### config.mk
export PLATFORM = sky130hd
export DESIGN_NAME = effective_address_generator
export DESIGN_NICKNAME = d
export VERILOG_FILES = /design/src/hdl/ea_gen_pkg.sv /design/src/hdl/ea_adjust.sv /design/src/hdl/effective_address_generator.sv
export SDC_FILE = /design/constraint.sdc
export NUM_CORES = 1
export LEC_CHECK = 0
export BUFFER_PORTS_ARGS = -buffer_cell sky130_fd_sc_hd__buf_2
export CAP_MARGIN = 20
export CORE_MARGIN = 2
export CORE_UTILIZATION = 50
export DETAILED_ROUTE_END_ITERATION = 7
export PLACE_DENSITY = 0.84
export SYNTH_ARGS = -nofsm -noshare
export SYNTH_HDL_FRONTEND = slang
export SYNTH_HIERARCHICAL = 1
export SYNTH_SLANG_ARGS = --single-unit
### constraint.sdc
create_clock -name core_clk_i -period 2.65 [get_ports core_clk_i]
set_input_delay 0.1325 -clock core_clk_i [delete_from_list [all_inputs] [get_ports core_clk_i]]
set_output_delay 0.1325 -clock core_clk_i [all_outputs]
set_load 0.02 [all_outputs]
### src/hdl/ea_gen_pkg.sv
// Constants and carrier types for the effective address generator.
// Assumes a single core clock and an instruction decoder that presents one
// request per cycle with all operand fields already extracted.
package ea_gen_pkg;

	// ************************************************************
	// Widths and address constants
	// ************************************************************
	localparam int unsigned ADDR_W        = 32;        // Full address width
	localparam int unsigned PC_W          = 24;        // Program counter width
	localparam int unsigned NORMAL_W      = 16;        // Normal mode address width
	localparam int unsigned IMM_BIT_W     = 3;         // Bit number field
	localparam int unsigned IMM_TRAP_W    = 2;         // Trap vector field
	localparam logic [31:0] RESET_ADDR    = 32'h0000_0000;
	localparam logic [2:0]  STEP_BYTE     = 3'h1;      // Pointer step per size
	localparam logic [2:0]  STEP_WORD     = 3'h2;
	localparam logic [2:0]  STEP_LONG     = 3'h4;
	localparam logic [31:0] SHORT_FILL    = 32'hffff_ff00; // Upper ones for 8-bit
	localparam logic [31:0] PC_MASK       = 32'h00ff_ffff; // Keep low 24 bits
	localparam logic [31:0] NORMAL_MASK   = 32'h0000_ffff; // Keep low 16 bits
	localparam logic [31:0] PTR_HI_MASK   = 32'h00ff_ffff; // Drop pointer first byte
	localparam logic [31:0] EVEN_MASK     = 32'hffff_fffe; // Clear bit 0

	// ************************************************************
	// Enumerations
	// ************************************************************
	// Addressing modes presented by the decoder
	typedef enum logic [3:0] {
		MODE_REG_IND   = 4'h0,
		MODE_DISP16    = 4'h1,
		MODE_DISP32    = 4'h2,
		MODE_POST_INC  = 4'h3,
		MODE_PRE_DEC   = 4'h4,
		MODE_ABS8      = 4'h5,
		MODE_ABS16     = 4'h6,
		MODE_ABS24     = 4'h7,
		MODE_ABS32     = 4'h8,
		MODE_IMM8      = 4'h9,
		MODE_IMM16     = 4'ha,
		MODE_IMM32     = 4'hb,
		MODE_IMM_BIT   = 4'hc,
		MODE_IMM_TRAP  = 4'hd,
		MODE_PC_REL8   = 4'he,
		MODE_PC_REL16  = 4'hf
	} addr_mode_type;

	// Access width
	typedef enum logic [1:0] {
		SIZE_BYTE = 2'h0,
		SIZE_WORD = 2'h1,
		SIZE_LONG = 2'h2
	} access_size_type;

	// Sequencer states, Gray coded along the indirect path
	typedef enum logic [1:0] {
		ST_IDLE     = 2'b00,
		ST_PTR_WAIT = 2'b01
	} ea_state_type;

	// ************************************************************
	// Carrier structs
	// ************************************************************
	// Request from the instruction decoder
	typedef struct packed {
		logic            valid;    // One-cycle request strobe
		addr_mode_type   mode;     // Addressing mode
		logic            indirect; // Memory indirect jump or call
		logic            branch;   // Result is a branch target
		access_size_type size;     // Operand size
		logic [2:0]      reg_sel;  // Address register number
		logic [31:0]     ext;      // Extension word: address, disp or immediate
		logic [31:0]     pc_next;  // Address of next instruction
	} ea_req_type;

	// Answer toward the memory access sequencer
	typedef struct packed {
		logic        valid;     // One-cycle answer strobe
		logic        is_imm;    // Value is an immediate operand
		logic [31:0] value;     // Address or immediate
		logic        wb_en;     // Pointer write-back strobe
		logic [2:0]  wb_reg;    // Register written back
		logic [31:0] wb_value;  // Updated pointer
	} ea_rsp_type;

	// Pointer fetch for memory indirect mode
	typedef struct packed {
		logic        req;       // One-cycle fetch strobe
		logic        long;      // Longword in advanced mode, word in normal
		logic [31:0] addr;      // Pointer location, 0 to 255
	} ptr_fetch_type;

endpackage

### src/hdl/ea_adjust.sv
// Final address shaping: even alignment and normal-mode truncation.
// Assumes it is purely combinational and fed from the main generator.
`timescale 1ns/1ns
module ea_adjust
(
	input  wire logic [31:0] raw_i,        // Computed address
	input  wire logic        force_even_i, // Word, long or branch target
	input  wire logic        normal_mode_i,// Sixteen-bit address space
	output logic      [31:0] addr_o        // Shaped address
);

	// ************************************************************
	// Shaping
	// ************************************************************
	// Alignment first, then width, order is irrelevant as masks commute
	always_comb
	begin
		addr_o = raw_i;
		if (force_even_i)
		begin
			addr_o = addr_o & ea_gen_pkg::EVEN_MASK;
		end
		if (normal_mode_i)
		begin
			addr_o = addr_o & ea_gen_pkg::NORMAL_MASK;
		end
	end

endmodule // ea_adjust

### src/hdl/effective_address_generator.sv
// Effective address generator of the core: one request in, one answer out.
// Assumes the decoder holds off a new request while busy_o is high and
// that the sequencer returns the indirect pointer with ptr_valid_i.
//
// Behaviour
// - Post-increment: use pointer, then add size
// - Pre-decrement: subtract size, use and store
// - Eight-bit absolute fills upper bits ones
// - Sixteen-bit absolute is sign extended
// - Thirty-two-bit absolute passes unmodified
// - Twenty-four-bit absolute: upper byte zero
// - Immediates: 8/16/32, bit 3, trap 2
// - Branch: sign-extend displacement, keep 24 bits
// - Branch base is next instruction address
// - Indirect pointer location zero-extended, 0-255
// - Normal word pointer, advanced long, top zero
// - Odd word, long or branch address even
// - Normal mode keeps low sixteen bits
// - Displacement mode adds sign-extended disp16 or disp32
// - Address width mode from sampled mode pins
`timescale 1ns/1ns
module effective_address_generator
#(
	parameter int unsigned NUM_REGS = 8  // Extended address registers
)
(
	input  wire logic                       core_clk_i,     // 20 MHz core clock
	input  wire logic                       reset_n_i,      // Async reset, low
	input  wire logic                       advanced_mode_i,// Mode pin: 1 advanced
	input  wire ea_gen_pkg::ea_req_type     req_i,          // Decoder request
	input  wire logic [31:0]                reg_value_i,    // Selected register
	input  wire logic                       ptr_valid_i,    // Pointer data ready
	input  wire logic [31:0]                ptr_data_i,     // Pointer data
	output ea_gen_pkg::ea_rsp_type          rsp_o,          // Answer
	output ea_gen_pkg::ptr_fetch_type       ptr_fetch_o,    // Pointer fetch
	output logic                            busy_o,         // Indirect in flight
	output logic                            advanced_q_o    // Latched mode
);

	// ************************************************************
	// Elaboration check
	// ************************************************************
	// Register field is three bits wide, more registers cannot be named
	if (NUM_REGS < 1 || NUM_REGS > 8)
	begin : g_bad_regs
		$error("NUM_REGS must be between 1 and 8");
	end

	// ************************************************************
	// State
	// ************************************************************
	typedef struct packed {
		logic                       busy;      // Pointer fetch pending
		logic                       mode_taken;// Mode sampled once
		logic                       advanced;  // Advanced mode latch
		ea_gen_pkg::ea_state_type   state;     // Sequencer state
		ea_gen_pkg::ea_rsp_type     rsp;       // Registered answer
		ea_gen_pkg::ptr_fetch_type  fetch;     // Registered fetch
	} ea_regs_type;

	ea_regs_type regs_q;   // Current state
	ea_regs_type regs_d;   // Next state
	logic [1:0]  rst_sync_q; // Reset release pipe, raw reset domain
	logic        rst_n;    // Synchronised reset
	logic [31:0] raw_addr; // Address before shaping
	logic [31:0] shaped;   // Address after shaping
	logic        force_even;
	logic        addr_norm;
	logic [31:0] wb_next;  // Pointer update
	logic        is_imm;

	// ************************************************************
	// Helpers
	// ************************************************************
	// Pointer step for an access size
	function automatic logic [31:0] step_of(input ea_gen_pkg::access_size_type s);
		logic [2:0] st;
		st = ea_gen_pkg::STEP_BYTE;
		unique case (s)
			ea_gen_pkg::SIZE_WORD: st = ea_gen_pkg::STEP_WORD;
			ea_gen_pkg::SIZE_LONG: st = ea_gen_pkg::STEP_LONG;
			default:               st = ea_gen_pkg::STEP_BYTE;
		endcase
		return {29'h0, st};
	endfunction

	// Sign extension of a sixteen-bit field
	function automatic logic [31:0] sext16(input logic [31:0] v);
		return {{16{v[15]}}, v[15:0]};
	endfunction

	// ************************************************************
	// Reset release
	// ************************************************************
	// Two-stage release so all state leaves reset on the same edge
	// Kept outside the state struct: only this pipe sees the raw pin
	always_ff @(posedge core_clk_i or negedge reset_n_i)
	begin
		if (!reset_n_i)
		begin
			rst_sync_q <= 2'h0;
		end
		else
		begin
			rst_sync_q <= {rst_sync_q[0], 1'b1};
		end
	end
	assign rst_n = rst_sync_q[1];

	// ************************************************************
	// Address arithmetic
	// ************************************************************
	// Computes the raw address or immediate for the current request
	always_comb
	begin
		raw_addr   = reg_value_i;
		wb_next    = reg_value_i;
		is_imm     = 1'b0;
		force_even = (req_i.size != ea_gen_pkg::SIZE_BYTE) | req_i.branch;
		unique case (req_i.mode)
			ea_gen_pkg::MODE_REG_IND: raw_addr = reg_value_i;
			ea_gen_pkg::MODE_DISP16:  raw_addr = reg_value_i + sext16(req_i.ext);
			ea_gen_pkg::MODE_DISP32:  raw_addr = reg_value_i + req_i.ext;
			ea_gen_pkg::MODE_POST_INC:
			begin
				raw_addr = reg_value_i;
				wb_next  = reg_value_i + step_of(req_i.size);
			end
			ea_gen_pkg::MODE_PRE_DEC:
			begin
				raw_addr = reg_value_i - step_of(req_i.size);
				wb_next  = raw_addr;
			end
			ea_gen_pkg::MODE_ABS8:  raw_addr = ea_gen_pkg::SHORT_FILL | {24'h0, req_i.ext[7:0]};
			ea_gen_pkg::MODE_ABS16: raw_addr = sext16(req_i.ext);
			ea_gen_pkg::MODE_ABS24: raw_addr = req_i.ext & ea_gen_pkg::PC_MASK;
			ea_gen_pkg::MODE_ABS32: raw_addr = req_i.ext;
			ea_gen_pkg::MODE_IMM8:
			begin
				raw_addr = {24'h0, req_i.ext[7:0]};
				is_imm   = 1'b1;
			end
			ea_gen_pkg::MODE_IMM16:
			begin
				raw_addr = {16'h0, req_i.ext[15:0]};
				is_imm   = 1'b1;
			end
			ea_gen_pkg::MODE_IMM32:
			begin
				raw_addr = req_i.ext;
				is_imm   = 1'b1;
			end
			ea_gen_pkg::MODE_IMM_BIT:
			begin
				raw_addr = {29'h0, req_i.ext[ea_gen_pkg::IMM_BIT_W-1:0]};
				is_imm   = 1'b1;
			end
			ea_gen_pkg::MODE_IMM_TRAP:
			begin
				raw_addr = {30'h0, req_i.ext[ea_gen_pkg::IMM_TRAP_W-1:0]};
				is_imm   = 1'b1;
			end
			ea_gen_pkg::MODE_PC_REL8:
			begin
				raw_addr = (req_i.pc_next + {{24{req_i.ext[7]}}, req_i.ext[7:0]})
					& ea_gen_pkg::PC_MASK;
				force_even = 1'b1;
			end
			ea_gen_pkg::MODE_PC_REL16:
			begin
				raw_addr = (req_i.pc_next + sext16(req_i.ext)) & ea_gen_pkg::PC_MASK;
				force_even = 1'b1;
			end
		endcase
		// Immediates are values, never aligned or truncated
		if (is_imm)
		begin
			force_even = 1'b0;
		end
		addr_norm = ~regs_q.advanced & ~is_imm;
	end

	// Even alignment and normal-mode truncation
	ea_adjust u_adjust
	(
		.raw_i         (raw_addr),
		.force_even_i  (force_even),
		.normal_mode_i (addr_norm),
		.addr_o        (shaped)
	);

	// ************************************************************
	// Next-state logic
	// ************************************************************
	always_comb
	begin
		regs_d           = regs_q;
		regs_d.rsp.valid = 1'b0;
		regs_d.rsp.wb_en = 1'b0;
		regs_d.fetch.req = 1'b0;
		// mode pins sampled after reset release
		if (!regs_q.mode_taken)
		begin
			regs_d.mode_taken = 1'b1;
			regs_d.advanced   = advanced_mode_i;
		end
		unique case (regs_q.state)
			ea_gen_pkg::ST_IDLE:
			begin
				if (req_i.valid && regs_q.mode_taken)
				begin
					if (req_i.indirect)
					begin
						regs_d.fetch.addr = {24'h0, req_i.ext[7:0]};
						// word in normal, long in advanced
						regs_d.fetch.long = regs_q.advanced;
						regs_d.fetch.req  = 1'b1;
						regs_d.state      = ea_gen_pkg::ST_PTR_WAIT;
					end
					else
					begin
						regs_d.rsp.valid    = 1'b1;
						regs_d.rsp.is_imm   = is_imm;
						regs_d.rsp.value    = shaped;
						regs_d.rsp.wb_reg   = req_i.reg_sel;
						regs_d.rsp.wb_en    = (req_i.mode == ea_gen_pkg::MODE_POST_INC) |
							(req_i.mode == ea_gen_pkg::MODE_PRE_DEC);
						regs_d.rsp.wb_value = addr_norm ? (wb_next & ea_gen_pkg::NORMAL_MASK)
							: wb_next;
					end
				end
			end
			ea_gen_pkg::ST_PTR_WAIT:
			begin
				if (ptr_valid_i)
				begin
					regs_d.rsp.valid  = 1'b1;
					regs_d.rsp.is_imm = 1'b0;
					regs_d.rsp.value  = regs_q.advanced
						? (ptr_data_i & ea_gen_pkg::PTR_HI_MASK & ea_gen_pkg::EVEN_MASK)
						: (ptr_data_i & ea_gen_pkg::NORMAL_MASK & ea_gen_pkg::EVEN_MASK);
					regs_d.state      = ea_gen_pkg::ST_IDLE;
				end
			end
			default: regs_d.state = ea_gen_pkg::ST_IDLE;
		endcase
		// Busy is registered on its own so the pin comes from a flop
		regs_d.busy = (regs_d.state != ea_gen_pkg::ST_IDLE);
	end

	// ************************************************************
	// State register
	// ************************************************************
	// Reset values are constants only; mode is captured after release
	// Runs on the synchronised reset, so release is clean on every field
	always_ff @(posedge core_clk_i or negedge rst_n)
	begin
		if (!rst_n)
		begin
			regs_q.busy       <= 1'b0;
			regs_q.mode_taken <= 1'b0;
			regs_q.advanced   <= 1'b0;
			regs_q.state      <= ea_gen_pkg::ST_IDLE;
			regs_q.rsp        <= '0;
			regs_q.fetch      <= '0;
		end
		else
		begin
			regs_q.busy       <= regs_d.busy;
			regs_q.mode_taken <= regs_d.mode_taken;
			regs_q.advanced   <= regs_d.advanced;
			regs_q.state      <= regs_d.state;
			regs_q.rsp        <= regs_d.rsp;
			regs_q.fetch      <= regs_d.fetch;
		end
	end

	// ************************************************************
	// Outputs straight from flip-flops
	// ************************************************************
	assign rsp_o        = regs_q.rsp;
	assign ptr_fetch_o  = regs_q.fetch;
	assign busy_o       = regs_q.busy;
	assign advanced_q_o = regs_q.advanced;

endmodule // effective_address_generator

==> summary.txt <==
GRT
  • Largest net degree at the start of global routing: 86
  • Initial antenna violation count: 1
  • Total gr overflow: 0
  • Number of global-route vias before repair: 11480
  • Gr usage total: 0.347
  • First-pass GRT wire length: 59900 µm

Place
  • DPL Wire Length: 28900 µm
  • Gpl congestion: 0.998
  • Port bufs: 208
  • Post-DP Area: 13200 µm²
  • Placed instance count: 1943

Die
  • Ports: 250
  • Starting Density: 0.506
  • Row count: 52
  • Core footprint: 20100 µm²
  • Die Area: 21500 µm²
  • Die W: 147 µm
  • DIE HEIGHT: 147 µm

Final layout
  • Total Nets Final: 1950
  • Non-Filler Instances: 2014
  • Area grow syn2layout: 46.0%
  • Post-route cell area: 14800 µm²
  • Fraction of layout cells with a size suffix above 1: 0.448

Clocking
  • Clock latency on the worst-skew pair: 0.37 ns
  • CTS Buf Count: 9
  • H-tree levels: 3
  • CTS Root Cell: clkbuf_16
  • Clock slew at reported path FFs: 0.07 ns
  • Clock sink total: 87
  • CTS tree: built
  • Clk buf depth: 2

Power and ir drop
  • Static Leak: 7.06 nW
  • Maximum vdd drop: 0.277 mV
  • Total design power: 6.38 mW
  • P per Cell Area: 430 nW/µm²

Drt
  • Detailed Routing Iterations Pass 1: 8
  • Detail Route Antenna Nets: 0
  • DRC: 28
  • Via count: 12655
  • Final WL: 42400 µm
  • Initial drt markers: 1907
  • Vias/cell: 6.28
  • WL/cell: 21.1 µm

Logic synthesis
  • Adder-cell area share of the yosys netlist: 0.0866
  • XOR/XNOR share of the synthesized area: 0.0655
  • Sequential element share of the synthesized area: 0.214
  • Largest family of logic cells by synthesized area: compound AO/OA/AOI/OAI gates
  • Post-Syn Instances: 1343
  • Syn Std Cell Area: 10200 µm²
  • Post-synthesis mux area share: 0.00628
  • Yosys warnings: 6
  • Asr flop ratio synth: 1.00
  • Synth Register Bits: 87
  • Synth Area in Compound Gates: 0.279
  • Post-synth EDFFs: 0
  • Avg Inst Size Synth: 7.57 µm²
  • Yosys cell types: 80
  • Area leader, netlist: dfrtp_1
  • Ranking of synthesized cells by area: dfrtp_1 21%, buf_4 8.8%, ha_1 7.9%
  • Most common flop cell mapped by yosys: dfrtp_1
  • Post-Synth Simple-Gate Area: 0.216
  • Share of the synthesized area in the top cell type: 0.214

Worst setup path
  • CP Capture Type: flop
  • CP Launch Type: primary input
  • Critical path class: in2reg
  • Critical Path RT: 2.88 ns
  • Critical Path AT: 3.42 ns
  • Max FO, Critical Path: 6

Timing
  • Pins over their slew limit: 0
  • RSZ-0062 raised after global routing: true
  • Setup violators final: 22
  • Tcrit/Tclk final: 1.20
  • Clk_skew: 0.0132 ns
  • Fin Hold WS: 0.000766 ns
  • Fmax: 314 MHz
  • Final worst path period need: 3.18 ns
  • Worst setup margin: -0.535 ns
  • Worst Max-Slew Pin Slew: 0.735 ns
  • Final-report hold violation count: 0
  • Slew headroom: 0.508

Run status
  • Failing checks: design-rule violations, negative setup slack
  • Outcome: finished, violations left

Flow run
  • Max-cap viol count: 0

Hold path
  • Min-delay worst type: in2reg
worst max-delay path: stages:
cell	delay, ns
buf_6	0.10
and3_4	0.20
buf_12	0.14
buf_4	0.13
a31o_4	0.23
ha_4	0.22
buf_4	0.14
a21o_1	0.19
a21oi_2	0.17
nand3_2	0.11
a221oi_4	0.26
o21ai_2	0.13
xor2_1	0.16
a221o_1	0.43
nor2b_4	0.17
a222oi_1	0.41
inv_1	0.09
registers in the layout (all words and copies together) (netlist names):
signal,cells
rsp_o,70
busy_o,1
advanced_q_o,1
rst_sync_q,2
ptr_fetch_o,10
regs_q,3
layout by cell type, fill, tap and decap left out, types with 17 or more instances in the layout:
cell      Yosys  layout
a211oi_1     25      18
a21o_1       32      32
a21oi_1      76      58
a22oi_1      23      20
a31oi_1      24      19
buf_2         4     202
buf_4       119     317
buf_6         2      22
conb_1        2      27
dfrtp_1      87      86
ha_1         64      41
ha_4          0      21
inv_1        32      26
nand2_1     188     182
nand3_1      39      33
nor2_1       86      78
nor2b_1      18      17
o21ai_0      59      46
o21ai_1      31      33
xnor2_1      38      35
xor2_1       38      34
routing by layer:
metal	global-route usage	vias up	wire length, µm
met5	0	-	0
met4	0.149	0	2590
met3	0.0581	264	4780
met2	0.558	982	19000
met1	0.461	5898	16100
li1	-	5511	-
repair_timing:
item | CTS | global route
endpoints found under the setup margin | 22 | 34
endpoints found under the hold margin | 11 | 0
resized for setup | 83 | 97
setup buffers | 34 | 17
pin swaps | 74 | 73
hold buffers | 9 | 0
cells by family after synthesis:
logic type / Yosys count
simple gates: 454
compound gates: 417
buf+inv: 233
flops: 87
xor+xnor: 76
fa+ha+maj: 68
mux: 6
other cells: 2
stage by stage:
step	util	setup TNS, ns	setup WS, ns
floorplan	-	-5.78	-0.559
global placement	0.655	-17.76	-0.973
detailed placement	0.655	-20.01	-0.950
CTS	0.708	-3.62	-0.326
global route	0.738	-7.88	-0.634
finish	0.738	-4.95	-0.535
final cells by class:
type	instances	area [µm²]
flip-flops and latches	87	2180
fillers	1345	5260
diodes	1	2.50
well taps	270	338
repair buffers	558	3870
multi-input cells	1048	8010
clock inverters	7	61.3
inverters	34	153
clock buffers	9	225
Yosys cell counts, types with 9 or more instances:
cell / instances
nand4_1: 9
o22ai_1: 11
a31o_2: 24
xor2_1: 38
nand2_1: 188
buf_4: 119
o21ai_0: 59
a22oi_1: 23
nor3_1: 25
nor2_1: 86
nand2b_1: 16
a222oi_1: 12
a31oi_1: 24
a211oi_1: 25
and3_1: 12
clkbuf_1: 70
a221oi_1: 15
xnor2_1: 38
nand3_1: 39
ha_1: 64
o21a_1: 9
a21oi_1: 76
nor2b_1: 18
o21ai_1: 31
dfrtp_1: 87
inv_1: 32
a21o_1: 32
o31ai_1: 13
where the power goes:
part,switching [mW],total [mW],internal (mW)
Clock,0.615,1.27,0.658
Sequential,0.142,1.73,1.59
Combinational,1.92,3.38,1.46
Total,2.68,6.38,3.70
worst paths after layout:
| path | from | endpoint | slack (ns) | cells past startpoint |
|---|---|---|---|---|
| hold / removal | ptr_data_i[4] | rsp_o[40] | 0.0008 | 3 |
| min in group asynchronous | reset_n_i | rst_sync_q[1] | 0.08 | 2 |
| max in group asynchronous | rst_sync_q[1] | rsp_o[52] | 1.93 | 1 |
| hold reg to reg | rst_sync_q[1] | advanced_q_o | 0.36 | 1 |
| setup / recovery | req_i[74] | rsp_o[57] | -0.53 | 17 |
| setup reg to reg | regs_q[104] | rsp_o[27] | 0.75 | 5 |
No activity file was read; power rests on OpenSTA's default activity.
